===== src/shared/fpr_pkg.sv =====
package fpr_pkg;
  // Register offsets on the 8-bit register port
  localparam logic [7:0] FLOOR1_OFS = 8'h64;
  localparam logic [7:0] FLOOR2_OFS = 8'h65;
  localparam logic [7:0] FLOOR3_OFS = 8'h66;
  localparam logic [7:0] SMOOTH_OFS = 8'h63;
  localparam logic [7:0] DUTY1_OFS = 8'h50;
  localparam logic [7:0] DUTY2_OFS = 8'h51;
  localparam logic [7:0] DUTY3_OFS = 8'h52;
  localparam logic [7:0] UNMAPPED_VAL = 8'h00;
  // Reset values and the off duty code
  localparam logic [7:0] FLOOR_RST = 8'h80;
  localparam logic [7:0] SMOOTH_RST = 8'h00;
  localparam logic [7:0] DUTY_RST = 8'h00;
  localparam logic [7:0] DUTY_OFF = 8'h00;
  // Smoothing register fields
  localparam int SMOOTH_EN_BIT = 3;
  localparam int RATE_LSB = 0;
  localparam int RATE_W = 3;
  localparam logic [7:0] SMOOTH_WMASK = 8'h0F;
  // Duty increments per code
  localparam logic [7:0] STEP_C0 = 8'h01;
  localparam logic [7:0] STEP_C1 = 8'h02;
  localparam logic [7:0] STEP_C2 = 8'h03;
  localparam logic [7:0] STEP_C3 = 8'h04;
  localparam logic [7:0] STEP_C4 = 8'h08;
  localparam logic [7:0] STEP_C5 = 8'h0C;
  localparam logic [7:0] STEP_C6 = 8'h18;
  localparam logic [7:0] STEP_C7 = 8'h30;
  // Time slot lengths: full 255-code ramp at increment 1, divided by 255 (us)
  localparam int CLK_MHZ = 40;
  localparam int SLOT_NORM_US = 147059;
  localparam int SLOT_SLOW_US = 204706;
  localparam int SLOT_NORM_CYC = SLOT_NORM_US * CLK_MHZ;
  localparam int SLOT_SLOW_CYC = SLOT_SLOW_US * CLK_MHZ;
endpackage


===== src/core/fpr_slot_timer.sv =====
`timescale 1ns/1ps
module fpr_slot_timer
  import fpr_pkg::*;
#(
  parameter int NORM_CYC = SLOT_NORM_CYC,
  parameter int SLOW_CYC = SLOT_SLOW_CYC
)
(
  input wire logic clk_i,
  input wire logic rst_n_i,
  input wire logic slow_i,
  output logic slot_o
);
  logic [31:0] cnt;
  logic [31:0] next_cnt;
  logic [31:0] limit;
  logic next_slot;

  // Refuse slot lengths the counter cannot serve
  if (NORM_CYC < 2 || SLOW_CYC < 2)
  begin : g_bad_len
    $error("fpr_slot_timer: slot length below two cycles");
  end

  // Slot divider, length chosen by the timebase bit
  always_comb
  begin
    limit = slow_i ? 32'(SLOW_CYC - 1) : 32'(NORM_CYC - 1);
    next_slot = 1'b0;
    next_cnt = cnt + 32'h0000_0001;
    if (cnt >= limit)
    begin
      next_cnt = 32'h0000_0000;
      next_slot = 1'b1;
    end
  end

  always_ff @(posedge clk_i or negedge rst_n_i)
  begin
    if (!rst_n_i)
    begin
      cnt <= 32'h0000_0000;
      slot_o <= 1'b0;
    end
    else
    begin
      cnt <= next_cnt;
      slot_o <= next_slot;
    end
  end
endmodule


===== src/core/fpr_floor_ramp.sv =====
// Strobed register access was decided locally.
`timescale 1ns/1ps
// Functional notes
// Remote-2 smoothing enable limits duty rate
// Rate code picks step 1,2,3,4,8,12,24,48
// Slow timebase: full ramp 52.2 s slowest
// Normal timebase: fastest full ramp 0.8 s
// Lock bit freezes smoothing register writes
// Three 8-bit floor duty registers, consecutive
// Floor registers reset to half duty
// Floor code maps linearly to duty
// Floor registers read-only in automatic mode
// Smoothing ramps gradually toward new target
// Above start temperature, run at least floor
// One step per slot, never overshoot
module fpr_floor_ramp
  import fpr_pkg::*;
#(
  parameter int NORM_CYC = SLOT_NORM_CYC,
  parameter int SLOW_CYC = SLOT_SLOW_CYC
)
(
  input wire logic clk_i,
  input wire logic nrst_i,
  input wire logic [7:0] addr_i,
  input wire logic [7:0] wdata_i,
  input wire logic wr_i,
  input wire logic rd_i,
  output logic [7:0] rdata_o,
  input wire logic auto_mode_i,
  input wire logic lock_i,
  input wire logic ramp_timebase_i,
  input wire logic [2:0] remote2_owner_i,
  input wire logic [2:0] above_start_i,
  input wire logic [7:0] auto_target1_i,
  input wire logic [7:0] auto_target2_i,
  input wire logic [7:0] auto_target3_i,
  output logic [7:0] fan_drive_output1_o,
  output logic [7:0] fan_drive_output2_o,
  output logic [7:0] fan_drive_output3_o
);
  logic rst_meta;
  logic rst_n;
  logic slot;
  logic [7:0] floor_duty [3];
  logic [7:0] next_floor_duty [3];
  logic [7:0] smooth_cfg;
  logic [7:0] next_smooth_cfg;
  logic [7:0] duty [3];
  logic [7:0] next_duty [3];
  logic [7:0] tgt [3];
  logic [7:0] raw_tgt [3];
  logic [2:0] ramp_on;
  logic [7:0] step;
  logic smooth_en;
  logic [7:0] next_rdata;

  // Duty increment for a rate code
  function automatic logic [7:0] rate_step(input logic [RATE_W-1:0] code);
    logic [7:0] s;
    s = STEP_C0;
    case (code)
      3'h0: s = STEP_C0;
      3'h1: s = STEP_C1;
      3'h2: s = STEP_C2;
      3'h3: s = STEP_C3;
      3'h4: s = STEP_C4;
      3'h5: s = STEP_C5;
      3'h6: s = STEP_C6;
      3'h7: s = STEP_C7;
      default: s = STEP_C0;
    endcase
    return s;
  endfunction

  // Move one step toward the target, clamped at it
  function automatic logic [7:0] step_toward(input logic [7:0] cur,
                                             input logic [7:0] dst,
                                             input logic [7:0] st);
    logic [8:0] sum;
    logic [7:0] res;
    sum = {1'b0, cur} + {1'b0, st};
    res = cur;
    if (cur < dst)
    begin
      res = (sum >= {1'b0, dst}) ? dst : sum[7:0];
    end
    else if (cur > dst)
    begin
      res = ((cur - dst) <= st) ? dst : 8'(cur - st);
    end
    return res;
  endfunction

  // Reset release through two flip-flops
  always_ff @(posedge clk_i or negedge nrst_i)
  begin
    if (!nrst_i)
    begin
      rst_meta <= 1'b0;
      rst_n <= 1'b0;
    end
    else
    begin
      rst_meta <= 1'b1;
      rst_n <= rst_meta;
    end
  end

  // Slot pulse for the ramp
  fpr_slot_timer #(
    .NORM_CYC(NORM_CYC),
    .SLOW_CYC(SLOW_CYC)
  ) u_slot (
    .clk_i(clk_i),
    .rst_n_i(rst_n),
    .slow_i(ramp_timebase_i),
    .slot_o(slot)
  );

  // Register writes with lock and mode gating
  always_comb
  begin
    next_smooth_cfg = smooth_cfg;
    for (int i = 0; i < 3; i++)
    begin
      next_floor_duty[i] = floor_duty[i];
    end
    if (wr_i && !auto_mode_i)
    begin
      if (addr_i == FLOOR1_OFS) next_floor_duty[0] = wdata_i;
      if (addr_i == FLOOR2_OFS) next_floor_duty[1] = wdata_i;
      if (addr_i == FLOOR3_OFS) next_floor_duty[2] = wdata_i;
    end
    if (wr_i && !lock_i && addr_i == SMOOTH_OFS)
    begin
      next_smooth_cfg = wdata_i & SMOOTH_WMASK;
    end
  end

  // Register read mux, data one cycle later
  always_comb
  begin
    next_rdata = UNMAPPED_VAL;
    if (rd_i)
    begin
      case (addr_i)
        FLOOR1_OFS: next_rdata = floor_duty[0];
        FLOOR2_OFS: next_rdata = floor_duty[1];
        FLOOR3_OFS: next_rdata = floor_duty[2];
        SMOOTH_OFS: next_rdata = smooth_cfg;
        DUTY1_OFS: next_rdata = duty[0];
        DUTY2_OFS: next_rdata = duty[1];
        DUTY3_OFS: next_rdata = duty[2];
        default: next_rdata = UNMAPPED_VAL;
      endcase
    end
  end

  // Register storage
  always_ff @(posedge clk_i or negedge rst_n)
  begin
    if (!rst_n)
    begin
      for (int i = 0; i < 3; i++)
      begin
        floor_duty[i] <= FLOOR_RST;
      end
      smooth_cfg <= SMOOTH_RST;
      rdata_o <= UNMAPPED_VAL;
    end
    else
    begin
      for (int i = 0; i < 3; i++)
      begin
        floor_duty[i] <= next_floor_duty[i];
      end
      smooth_cfg <= next_smooth_cfg;
      rdata_o <= next_rdata;
    end
  end

  // Smoothing controls
  assign smooth_en = smooth_cfg[SMOOTH_EN_BIT];
  assign step = rate_step(smooth_cfg[RATE_LSB +: RATE_W]);
  assign raw_tgt[0] = auto_target1_i;
  assign raw_tgt[1] = auto_target2_i;
  assign raw_tgt[2] = auto_target3_i;

  // Target per channel and ramp selection
  always_comb
  begin
    for (int i = 0; i < 3; i++)
    begin
      tgt[i] = raw_tgt[i];
      if (auto_mode_i)
      begin
        if (!above_start_i[i])
        begin
          tgt[i] = DUTY_OFF;
        end
        else if (raw_tgt[i] < floor_duty[i])
        begin
          tgt[i] = floor_duty[i];
        end
      end
      ramp_on[i] = auto_mode_i && smooth_en && remote2_owner_i[i];
    end
  end

  // Duty update: direct step or slotted ramp
  always_comb
  begin
    for (int i = 0; i < 3; i++)
    begin
      next_duty[i] = tgt[i];
      if (ramp_on[i])
      begin
        next_duty[i] = slot ? step_toward(duty[i], tgt[i], step) : duty[i];
      end
    end
  end

  always_ff @(posedge clk_i or negedge rst_n)
  begin
    if (!rst_n)
    begin
      for (int i = 0; i < 3; i++)
      begin
        duty[i] <= DUTY_RST;
      end
    end
    else
    begin
      for (int i = 0; i < 3; i++)
      begin
        duty[i] <= next_duty[i];
      end
    end
  end

  // Duty code goes straight to the drive outputs
  assign fan_drive_output1_o = duty[0];
  assign fan_drive_output2_o = duty[1];
  assign fan_drive_output3_o = duty[2];
endmodule


===== config.mk =====
export PLATFORM = sky130hd
export DESIGN_NAME = fpr_floor_ramp
export DESIGN_NICKNAME = d
export VERILOG_FILES = /design/src/shared/fpr_pkg.sv /design/src/core/fpr_slot_timer.sv /design/src/core/fpr_floor_ramp.sv
export SDC_FILE = /design/constraint.sdc
export NUM_CORES = 1
export LEC_CHECK = 0
export BUFFER_PORTS_ARGS = -buffer_cell sky130_fd_sc_hd__buf_2
export CAP_MARGIN = 15
export CELL_PAD_IN_SITES_DETAIL_PLACEMENT = 1
export CELL_PAD_IN_SITES_GLOBAL_PLACEMENT = 1
export CORE_ASPECT_RATIO = 1.5
export CORE_MARGIN = 4
export CORE_UTILIZATION = 35
export DETAILED_ROUTE_END_ITERATION = 12
export GPL_TIMING_DRIVEN = 0
export PLACE_DENSITY_LB_ADDON = 0.05
export SLEW_MARGIN = 30
export SYNTH_ARGS = -nofsm -noshare
export SYNTH_HDL_FRONTEND = slang
export SYNTH_HIERARCHICAL = 1
export SYNTH_SLANG_ARGS = --single-unit

===== constraint.sdc =====
create_clock -name clk_i -period 8.2 [get_ports clk_i]
set_clock_uncertainty 0.15 [all_clocks]
set_input_delay 0.41 -clock clk_i [delete_from_list [all_inputs] [get_ports clk_i]]
set_output_delay 0.41 -clock clk_i [all_outputs]
set_load 0.005 [all_outputs]

==> results by group, run 1 <==
Floorplan
  – Die area: 30000 sq um
  – Die W: 143 um
  – I/O pin count: 85
  – FP Rows: 73
  – Placeable Area: 26700 sq um
  – Die Y: 210 um
  – Initial core utilization: 35.7%

Setup path
  – Maximum fanout along the worst path: 9
  – CP Data Arrival Time: 6.11 ns
  – Crit-path slowest cell: dfstp_2
  – Element type at the critical path end: flip-flop
  – Startpoint types: flip-flop
  – Crit-path max cell delay: 0.55 ns
  – Most used cell, CP: nor2_1
  – Critical-path cell list: inv_1, ha_1, nand2_1, nor3_1, a21o_1, clkbuf_1, nor2_1, a22o_1, a22oi_1, inv_1, fa_1, nand2b_1, a21oi_1, nor2_1, nor2_1, ha_1, a21o_1, a211oi_1, o2111a_1, a31o_2, nor2_1, a222oi_1, o21ai_0
  – Crit path kind: flip-flop to flip-flop
  – Req. time, crit path: 8.28 ns

Power and ir drop
  – Psw: 633 uW
  – Total power: 1600 uW
  – Max IR drop VDD: 0.000107 V
  – Sw Ratio: 39.7%
  – Reg power frac: 33.0%
  – Clock share of power: 27.2%
  – Leak pwr: 0.00486 uW
  – Internal power: 962 uW
  – Pwr Density: 148 nW/um^2
  – Comb power frac: 39.7%

Global route
  – Initial antenna violation count: 0
  – Largest net degree at the start of global routing: 50
  – Number of global-route vias before repair: 9272
  – Gr usage total: 23.7%
  – First-pass GRT wire length: 54.0 mm
  – Grt ovf: 0

Synth
  – Post-synth top flop: dfrtp_1
  – Fraction of registers with async set/reset: 100%
  – Synth area leaders: dfrtp_1 24%, ha_1 18%, nor2_1 3.5%
  – Avg Inst Size Synth: 8.68 sq um
  – Largest area contributor in the netlist: dfrtp_1
  – Synth top area share: 24.1%
  – Sequential-to-total area share from yosys stat: 25.0%
  – Syn Inst Count: 1098
  – Number of distinct library cells after synthesis: 84
  – Area of the mapped netlist: 9530 sq um
  – YS warnings: 6
  – Synthesis-stage register bit count: 95
  – Post-synth EDFFs: 0

Clock network
  – Setup Buffers After CTS: 0
  – Inserted Clock Buffers: 9
  – Level count of the clock H-tree: 3
  – CTS tree: built
  – Worst-Skew Late Latency: 0.37 ns
  – Clk buf depth: 2
  – Clock root buffer: clkbuf_16
  – Clk slew on worst S/H paths: 0.08 ns
  – Clock sinks: 95

Timing
  – Unrepaired setup endpoints after global routing: false
  – Post-route setup TNS: 0 ns
  – Final hold violations: 0
  – Worst slew margin: 45.4%
  – Final min period: 6.03 ns
  – Setup Viol. Count Final: 0
  – Final worst slack: 2.17 ns
  – Tcrit/Tclk final: 73.5%
  – Final Max Tran Viols: 0
  – Max Fclk: 166 MHz
  – Worst-Margin Slew: 0.811 ns

Run status
  – Status: finished clean

Placement
  – Port bufs: 81
  – GPL Wtd Cong: 0.836
  – Dpl ws: 2.20 ns
  – Hpwl dp: 28.4 mm

Finish
  – Diode count: 0
  – Final Util: 40.3%
  – Layout cell share with drive strength beyond 1: 14.1%
  – Area Growth Syn to Fin: 12.7%
  – FILL cells: 3243
  – Nets: 1397

Routing
  – Mean routed wirelength per cell: 22.9 um
  – Routed Antenna Nets: 0
  – Via density: 5.71
  – Via count: 8812
  – Initial detailed-routing violation count: 446
  – Drt total wl: 35.3 mm
  – Drt pass-1 iters: 5
  – Drt drc: 0

Min path
  – Hold WC Path Type: flip-flop to async pin

Job
  – Max-cap violations: 0
==> timing repair <==
action | CTS | global route
hold endpoints to repair | 2 | 0
hold buffers | 1 | 0
resized for setup | 0 | 0
==> registers in the layout (all words and copies together), names as in the netlist <==
register and cells:
u_slot/slot_o 1, rdata_o 8, u_slot/cnt 32, smooth_cfg 4, fan_drive_output2_o 8, fan_drive_output3_o 8, fan_drive_output1_o 8, rst_meta 1
rst_n 1, floor_duty 24
==> power groups by stage <==
stage / logic (uW) / registers, uW / clock network, uW
final: 634 / 527 / 434
after global routing: 717 / 529 / 468
after CTS: 637 / 527 / 451
after detailed placement: 632 / 536 / 0
after global placement: 612 / 546 / 0
after floorplan: 442 / 521 / 0
==> worst max-delay path, delay by kind of cell (launching register included) <==
| family | cells | cell delay (ns) |
|---|---|---|
| buffers and inverters | 3 | 0.54 |
| AND/OR/NAND/NOR | 7 | 1.00 |
| flip-flops | 1 | 0.55 |
| AO/OA/AOI/OAI | 10 | 2.61 |
| adder cells (fa/ha/maj) | 3 | 1.02 |
==> layout make-up <==
class                      count  area, sq um  share of cell area, %
multi-input combinational    899         6740                   62.7
sequential                    95         2380                   22.2
timing repair buffer          84          470                   4.38
tap                          337          422                   3.92
inverter                      72          270                   2.51
clock buffer                  11          243                   2.26
buffer                        39          178                   1.65
clock inverter                 5         42.5                  0.396
==> placed cells by master, fill, tap and decap left out, types with 9 or more instances in the layout <==
master,count
o21ai_0,60
nor2_2,20
and3_1,10
inv_1,72
a22o_1,20
nand2b_1,14
a21o_1,16
clkbuf_1,31
nor2b_1,30
o211ai_1,9
dfrtp_1,91
fa_1,9
o21bai_1,10
xnor2_1,34
mux2_2,20
a211oi_1,13
a22oi_1,30
o21a_1,9
a31oi_1,9
xor2_1,24
mux2i_1,10
o22ai_1,11
nand4_1,17
clkbuf_16,9
conb_1,9
nand3_1,28
ha_1,135
nor3_1,22
nor2_1,88
buf_2,85
o221ai_1,9
a21oi_1,53
nand2_1,66
==> kinds of logic (layout without fill, tap and decap cells) <==
group	count (synthesis)	after routing	share of synthesized area [%]
buffers and inverters	111	211	4.70
muxes	31	31	3.52
and+or+nand+nor	331	331	17.5
AOI/OAI and AO/OA	326	326	24.3
other	2	9	0.0788
adders and majority gates	144	144	19.6
xor gates and xnor gates	58	58	5.33
DFF	95	95	25.0
==> per-stage QoR <==
stage                     hold WS, ns  area (sq um)  cells
final                          0.0217         10700   1542
after global routing           0.0321         10700   1542
after CTS                      0.0278         10700   1542
after detailed placement       0.0212         10500   1525
after global placement         0.0450         10400   1523
after floorplan               -0.0356          9560   1105
==> per-layer routing <==
metal | global-route usage [%] | routed length, um
met2 | 43.6 | 18500
met1 | 27.8 | 14600
met3 | 3.22 | 1030
met4 | 8.10 | 1090
met5 | 0 | 0
==> final timing paths <==
kind | from | end | slack, ns | cells after the start
worst max-delay path | floor_duty[15] | fan_drive_output2_o[5] | 2.17 | 23
worst min-delay path | rst_n | fan_drive_output1_o[6] | 0.02 | 0
worst max register to register | floor_duty[15] | fan_drive_output2_o[5] | 2.17 | 23
worst min register to register | rst_n | fan_drive_output1_o[6] | 0.02 | 0
max in group asynchronous | rst_n | floor_duty[23] | 7.33 | 1
min in group clk_i | wdata_i[7] | floor_duty[7] | 0.17 | 3
==> cells in the mapped netlist (4+ instances only) <==
cell type  number
nand4_1        17
fa_1            9
a21o_1         16
o31ai_1         5
o221ai_1        9
o21a_1          9
a222oi_1        7
nand3b_1        6
a31oi_1         9
nor3b_1         4
nand2_1        66
a21oi_1        53
a211oi_1       13
a22o_1         20
nor2_1         89
inv_1          72
mux2_2         20
mux2i_1        11
o21ai_1         5
xnor2_1        34
nor2b_1        30
o22ai_1        11
a22oi_1        30
o211ai_1        9
xor2_1         24
nand2b_1       14
nor2_2         19
nand3_1        28
dfrtp_1        92
ha_1          135
o31a_1          5
and3_1         10
a221o_1         5
a221oi_1        5
clkbuf_1       30
nor3_1         22
o21ai_0        60
buf_2           4
o21bai_1       10
Note: power is estimated with default switching activity, not from simulation.
==> inputs of run 2 (changes only) <==
==> constraint.sdc (replaced) <==
create_clock -name clk_i -period 5.65 [get_ports clk_i]
set_clock_uncertainty 0.15 [all_clocks]
set_input_delay 0.2825 -clock clk_i [delete_from_list [all_inputs] [get_ports clk_i]]
set_output_delay 0.2825 -clock clk_i [all_outputs]
set_load 0.005 [all_outputs]
==> run 2 against run 1 <==
Net effect:
- wire length up 0.13%
- sequential share of layout area down 0.28 points
- clock power up 45%
- critical path depth decreased by 1
- cell count about the same
- critical endpoint unchanged
==> results by group, run 2 (synthesis gave the netlist of run 1 again) <==
Clock network
  – Level count of the clock H-tree: 3 (unchanged)
  – CTS tree: built
  – Clock root buffer: clkbuf_16
  – Clock sinks: 95 (unchanged)
  – Worst-Skew Late Latency: 0.37 ns (about the same)
  – Clk slew on worst S/H paths: 0.08 ns (about the same)
  – Inserted Clock Buffers: 9 (unchanged)
  – Clk buf depth: 2 (unchanged)

Finish
  – Biggest regs: u_slot/cnt: 32 flops, floor_duty: 24 flops
  – Largest register FFs: 32 (unchanged)
  – Non-Filler Instances: 1543 (+0.065%)
  – Area Growth Syn to Fin: 14.1%
  – Commonest non-fill, non-tap cell in the layout: ha_1
  – Nets: 1398 (+0.072%)
  – Final Util: 40.8% (+0.51 points)
  – Most frequent cells in the layout: 133 x ha_1, 91 x dfrtp_1, 86 x nor2_1, 83 x buf_2, 72 x inv_1
  – Diode count: 0 (unchanged)
  – FILL cells: 3224 (-0.59%)
  – Layout cell share with drive strength beyond 1: 15.9% (+1.8 points)
  – Largest Register: u_slot/cnt

Placement
  – DP Cell Count: 1525 (unchanged)
  – Hpwl dp: 28.4 mm (unchanged)
  – GPL Wtd Cong: 0.836 (unchanged)
  – Port bufs: 81 (unchanged)

Routing
  – Drt total wl: 35.3 mm (+0.13%)
  – Routed Antenna Nets: 0 (unchanged)
  – Via count: 8843 (+0.35%)
  – Drt drc: 0 (unchanged)
  – Drt pass-1 iters: 4 (-1)
  – Mean routed wirelength per cell: 22.9 um (about the same)
  – Initial detailed-routing violation count: 442 (-0.90%)
  – Via density: 5.73 (+0.29%)

Timing
  – Worst-Margin Slew: 0.905 ns (+0.0943 ns)
  – Max Fclk: 184 MHz (+11%)
  – Worst slew margin: 39.0% (-6.4 points)
  – Unrepaired setup endpoints after global routing: false
  – Setup Viol. Count Final: 0 (unchanged)
  – Final Max Tran Viols: 0 (unchanged)
  – Tcrit/Tclk final: 96.3% (+23 points)
  – Final min period: 5.44 ns (-0.588 ns)
  – WHS: 0.0205 ns (-0.00122 ns)
  – Final hold violations: 0 (unchanged)

Global route
  – First-pass GRT wire length: 54.1 mm (about the same)
  – Gr usage total: 23.7% (about the same)
  – Initial antenna violation count: 0 (unchanged)
  – Grt ovf: 0 (unchanged)
  – Number of global-route vias before repair: 9276 (+0.043%)
  – Largest net degree at the start of global routing: 50 (unchanged)

Setup path
  – Crit-path slowest cell: dfstp_2
  – Critical-path cell list: inv_1, ha_1, nand2_1, nor3_1, a21o_2, nor2_2, a22o_1, a22o_1, ha_1, fa_1, nand2b_1, a21oi_2, nor2_1, nor2_1, ha_1, a21o_1, a211oi_2, o2111a_1, a31o_4, nor2_1, a222oi_1, o21ai_1
  – Maximum fanout along the worst path: 8 (-1)
  – Startpoint types: flip-flop
  – Crit path kind: flip-flop to flip-flop
  – Element type at the critical path end: flip-flop
  – CP Data Arrival Time: 5.53 ns (-0.58 ns)
  – Req. time, crit path: 5.74 ns (-2.54 ns)
  – Crit-path max cell delay: 0.55 ns (about the same)

Floorplan
  – I/O pin count: 85 (unchanged)
  – Die W: 143 um (unchanged)
  – Die Y: 210 um (unchanged)
  – Initial core utilization: 35.7% (unchanged)
  – Die area: 30000 sq um (unchanged)
  – Placeable Area: 26700 sq um (unchanged)
  – FP Rows: 73 (unchanged)

Power and ir drop
  – Psw: 931 uW (+47%)
  – Internal power: 1420 uW (+47%)
  – Leak pwr: 0.00488 uW (+0.42%)
  – Total power: 2350 uW (+47%)
  – Reg power frac: 32.6% (-0.4 points)
  – Pwr Density: 216 nW/um^2 (+45%)
  – Comb power frac: 40.5% (+0.8 points)
  – Max IR drop VDD: 0.000157 V (+47%)
  – Sw Ratio: 39.7% (about the same)
  – Clock share of power: 26.9% (-0.3 points)

Job
  – Max-cap violations: 0 (unchanged)

Run status
  – Status: finished clean

Min path
  – Hold WC Path Type: flip-flop to async pin
## run 2: changes by cell type in the layout (fill, tap and decap cells not counted), moves of 3 or more
cell / previous run / this run
o21ai_0: 60 / 56
o21ai_1: 5 / 9
a22oi_1: 30 / 27
a22oi_2: 0 / 3
buf_4: 1 / 4
clkbuf_1: 31 / 28
## run 2: through the flow
stage                     area, sq um  setup TNS, ns  setup WS [ns]
after global placement          10400          -1.94         -0.328
final                           10900              0          0.210
after detailed placement        10500          -1.81         -0.319
after CTS                       10800              0         0.0720
after global routing            10900              0        0.00493
after floorplan                  9560              0          0.801
## run 2: final timing paths
path                                     start  cells after the start                      to  slack, ns
worst max-delay path            floor_duty[15]                     22  fan_drive_output2_o[5]       0.21
worst min-delay path                     rst_n                      0              rdata_o[1]       0.02
worst max register to register  floor_duty[15]                     22  fan_drive_output2_o[5]       0.21
worst min register to register           rst_n                      0              rdata_o[1]       0.02
max in group asynchronous                rst_n                      1          floor_duty[23]       4.78
min in group clk_i                  wdata_i[7]                      3           floor_duty[7]       0.04
## run 2: cell type report
class                           instances  area (sq um)  area share [%]
Multi-Input combinational cell        899          6850            63.0
Sequential cell                        95          2380            21.9
Timing Repair Buffer                   87           493            4.53
Tap cell                              337           422            3.87
Inverter                               72           270            2.48
Clock buffer                           11           243            2.23
Buffer                                 37           175            1.61
Clock inverter                          5          42.5           0.391
## run 2: layer usage
layer  wire length, um  up-vias  part of all wire, %  global-route usage (%)
met1             14500     4381                   41                    27.9
met5                 0        -                    0                       0
met3              1150       49                  3.2                    3.22
li1                  -     4248                    -                       -
met2             18500      165                   52                    43.4
met4              1140        0                  3.2                    8.36
## run 2: what timing repair did
item | CTS | global route
hold buffers | 1 | 0
buffers inserted | 0 | 3
endpoints found under the setup margin | 16 | 22
gates resized for setup | 8 | 22
endpoints found under the hold margin | 2 | 0
pin swaps | 0 | 2
## run 2: critical path: cells and delay by family, from the launching register on
family          cells  cell delay [ns]
compound gates     10             2.39
buf+inv             1             0.10
simple gates        7             0.88
fa+ha+maj           4             1.20
flops               1             0.55
## run 2: power by group through the flow
stage / registers, uW / logic [uW] / clock network [uW]
final: 766 / 951 / 630
after global routing: 769 / 1070 / 680
after CTS: 765 / 934 / 655
after detailed placement: 778 / 917 / 0
after global placement: 792 / 888 / 0
after floorplan: 756 / 642 / 0
==> inputs of run 3 (changes only) <==
--- a/config.mk
+++ b/config.mk
@@ -5,8 +5,9 @@
 export SDC_FILE = /design/constraint.sdc
 export NUM_CORES = 1
 export LEC_CHECK = 0
+export ABC_AREA = 1
 export BUFFER_PORTS_ARGS = -buffer_cell sky130_fd_sc_hd__buf_2
-export CAP_MARGIN = 15
+export CAP_MARGIN = 20
 export CELL_PAD_IN_SITES_DETAIL_PLACEMENT = 1
 export CELL_PAD_IN_SITES_GLOBAL_PLACEMENT = 1
 export CORE_ASPECT_RATIO = 1.5
@@ -14,6 +15,7 @@
 export CORE_UTILIZATION = 35
 export DETAILED_ROUTE_END_ITERATION = 12
 export GPL_TIMING_DRIVEN = 0
+export HOLD_SLACK_MARGIN = 0.12
 export PLACE_DENSITY_LB_ADDON = 0.05
 export SLEW_MARGIN = 30
 export SYNTH_ARGS = -nofsm -noshare
==> run 3 against run 2 <==
Net effect:
- via count rose by 29%
- sequential share of layout area is 2.9 points lower
- utilization decreased by 0.81 points
- cell count grew 45%
- wire length up 18%
- fmax is 5.8% higher
- critical path depth is 1 higher
- first-iteration DRC count is 13% lower
- hold slack better by 0.083 ns
- worst setup slack gained 0.30 ns
- synthesized cell count is 56% higher
- highest routed layer is now met5
==> results by group, run 3 <==
Global route
  – Number of global-route vias before repair: 11.9k (+28%)
  – Largest net degree at the start of global routing: 39 (-22%)
  – Gr usage total: 23.7% (+0.055 points)
  – Initial antenna violation count: 1 (+1)
  – First-pass GRT wire length: 65.0 mm (+20%)
  – Grt ovf: 0 (unchanged)

Finish
  – Area Growth Syn to Fin: 11.9%
  – Diode count: 0 (unchanged)
  – Largest Register: u_slot/cnt
  – Most frequent cells in the layout: 509 x nand2_1, 260 x inv_1, 148 x nand3_1, 137 x nor2_1, 135 x ha_1
  – Layout cell share with drive strength beyond 1: 11.0% (-4.9 points)
  – Biggest regs: u_slot/cnt: 32 flops, floor_duty: 24 flops
  – Fin area: 12500 sq um (+15%)
  – Commonest non-fill, non-tap cell in the layout: nand2_1
  – Nets: 2020 (+44%)
  – Largest register FFs: 32 (unchanged)

Synth
  – Fraction of registers with async set/reset: 100% (unchanged)
  – Area of the mapped netlist: 11200 sq um (+17%)
  – Number of distinct library cells after synthesis: 60 (-29%)
  – Avg Inst Size Synth: 6.53 sq um (-25%)
  – Syn Inst Count: 1715 (+56%)
  – Largest area contributor in the netlist: dfrtp_1
  – Count leader, synth: nand2_1
  – Synthesis-stage register bit count: 95 (unchanged)
  – Post-synth top flop: dfrtp_1
  – Sequential-to-total area share from yosys stat: 21.3% (-3.7 points)
  – Synth top area share: 20.6% (-3.6 points)
  – YS warnings: 6 (unchanged)
  – Synth area leaders: dfrtp_1 21%, nand2_1 17%, ha_1 15%
  – Post-synth EDFFs: 0 (unchanged)
  – Top cells by count, synth: 509 x nand2_1, 260 x inv_1, 148 x nand3_1

Placement
  – Hpwl dp: 34.7 mm (+22%)
  – DP Area: 12200 sq um (+17%)
  – GPL Wtd Cong: 0.868 (+3.9%)
  – Port bufs: 83 (+2.5%)

Power and ir drop
  – Max IR drop VDD: 0.000146 V (-7.1%)
  – Psw: 1080 uW (+16%)
  – Comb power frac: 45.1% (+4.6 points)
  – Leak pwr: 0.00676 uW (+39%)
  – Clock share of power: 24.6% (-2.3 points)
  – Pwr Density: 199 nW/um^2 (-7.8%)
  – Internal power: 1420 uW (about the same)
  – Sw Ratio: 43.2% (+3.5 points)
  – Reg power frac: 30.3% (-2.3 points)

Setup path
  – Maximum fanout along the worst path: 9 (+1)
  – Crit path kind: flip-flop to flip-flop
  – FF-to-FF Start: smooth_cfg[2]
  – Startpoint types: flip-flop
  – Worst Setup SP: smooth_cfg[2]
  – R2r endpoint: fan_drive_output1_o[7]
  – Element type at the critical path end: flip-flop
  – R2r worst-path depth: 23 (+4.5%)
  – Req. time, crit path: 5.75 ns (about the same)
  – FF-to-FF setup slack: 0.51 ns (+0.30 ns)
  – CP Data Arrival Time: 5.24 ns (-0.29 ns)

Routing
  – Routed Antenna Nets: 0 (unchanged)
  – Drt pass-1 iters: 4 (unchanged)
  – Via count: 11.4k (+29%)
  – Mean routed wirelength per cell: 18.6 um (-19%)
  – Drt drc: 0 (unchanged)
  – Drt total wl: 41.5 mm (+18%)
  – Via density: 5.12 (-11%)
  – Initial detailed-routing violation count: 385 (-13%)

Timing
  – Worst slew margin: 41.4% (+2.4 points)
  – Final Max Tran Viols: 0 (unchanged)
  – Tcrit/Tclk final: 91.0% (-5.3 points)
  – WHS: 0.104 ns (+0.0834 ns)
  – Final hold violations: 0 (unchanged)
  – Final min period: 5.14 ns (-0.298 ns)
  – Setup Viol. Count Final: 0 (unchanged)
  – Max Fclk: 194 MHz (+5.8%)
  – Worst-Margin Slew: 0.878 ns (-0.0267 ns)
  – Unrepaired setup endpoints after global routing: false

Clock network
  – Clock root buffer: clkbuf_16
  – Level count of the clock H-tree: 3 (unchanged)
  – CTS Hold Bufs: 4 (+3)
  – Clk buf depth: 2 (unchanged)
  – Worst-Skew Late Latency: 0.36 ns (about the same)
  – Setup Buffers After CTS: 0 (unchanged)
  – Clk slew on worst S/H paths: 0.08 ns (about the same)
  – Cts repair resizes: 0 (-8)
  – Inserted Clock Buffers: 9 (unchanged)
  – CTS tree: built
  – Clock sinks: 95 (unchanged)

Floorplan
  – Die Y: 227 um (+8.0%)
  – Initial core utilization: 35.7% (about the same)
  – FP Rows: 79 (+8.2%)
  – Die area: 35000 sq um (+17%)
  – Die W: 154 um (+7.9%)
  – Placeable Area: 31300 sq um (+17%)
  – I/O pin count: 85 (unchanged)

Job
  – Max-cap violations: 0 (unchanged)

Min path
  – Hold WC Path Type: flip-flop to async pin

Run status
  – Status: finished clean
run 3: cell types whose count changed in the layout (fill, tap and decap cells not counted), moves of 24 or more:
cell	previous run	this run
nor2b_1	30	0
a21oi_1	51	86
nand3_1	28	148
a22oi_1	27	3
nand2_1	65	509
nor2_1	86	137
inv_1	72	260
run 3: worst max-delay path, stage by stage (launching register included):
cell	delay [ns]
dfrtp_1	0.33
clkbuf_1	0.37
inv_1	0.12
nor2_1	0.45
inv_1	0.38
ha_1	0.47
inv_1	0.15
nand3_1	0.13
a21boi_2	0.23
nor2_1	0.08
xor2_1	0.37
ha_1	0.33
nand2_1	0.08
inv_1	0.05
a41oi_1	0.57
nand3_4	0.22
inv_2	0.10
nand2_1	0.05
nand3_1	0.12
nand2_1	0.07
inv_1	0.05
nand2_1	0.04
nand2_1	0.07
nand2_1	0.05
run 3: power groups by stage:
stage | registers (uW) | logic (uW) | clock network [uW]
2_1_floorplan | 751 | 801 | 0
3_3_place_gp | 778 | 1080 | 0
3_5_place_dp | 769 | 1130 | 0
4_1_cts | 755 | 1140 | 635
5_1_grt | 758 | 1290 | 663
6_report | 754 | 1120 | 614
run 3: metrics by stage:
stage / setup TNS, ns / std cells / setup slack (ns) / util, % / total power, uW
floorplan: 0 / 1722 / 1.58 / - / 1550
global placement: -2.02 / 2210 / -0.277 / 38.7 / 1860
detailed placement: 0 / 2213 / 0.495 / 39.0 / 1900
CTS: 0 / 2233 / 0.449 / 40.0 / 2530
global route: 0 / 2233 / 0.118 / 40.0 / 2710
finish: 0 / 2233 / 0.508 / 40.0 / 2490
run 3: per-layer routing:
metal	share of wire, %	vias up	track usage (%)
met3	2.5	71	2.53
met4	3.7	2	8.55
met2	52	172	44.8
met5	0.036	-	0
met1	42	5475	27.7
li1	-	5722	-
run 3: worst max-delay path by stage:
stage / endpoint / slack, ns / cells past startpoint
after global placement: fan_drive_output1_o[7] / -0.28 / 23
after detailed placement: fan_drive_output1_o[7] / 0.50 / 23
after floorplan: fan_drive_output1_o[7] / 1.58 / 23
after CTS: fan_drive_output1_o[7] / 0.45 / 23
after global routing: fan_drive_output1_o[7] / 0.12 / 23
final: fan_drive_output1_o[7] / 0.51 / 23
run 3: cells by family after synthesis:
kind of cell / count (synthesis) / synth area share (%)
AND/OR/NAND/NOR: 907 / 35.7
buffers and inverters: 307 / 10.9
AO/OA/AOI/OAI: 204 / 11.0
adder cells (fa/ha/maj): 144 / 16.7
flip-flops: 95 / 21.3
XOR/XNOR: 56 / 4.38
other: 2 / 0.0671
run 3: final cells by class:
| class | instances | area, sq um |
|---|---|---|
| buffer | 30 | 171 |
| clock buffer | 9 | 225 |
| clock inverter | 7 | 60.1 |
| fill | 4195 | 18800 |
| inverter | 277 | 1050 |
| multi-input combinational | 1320 | 7630 |
| sequential | 95 | 2380 |
| tap | 405 | 507 |
| timing repair buffer | 90 | 507 |
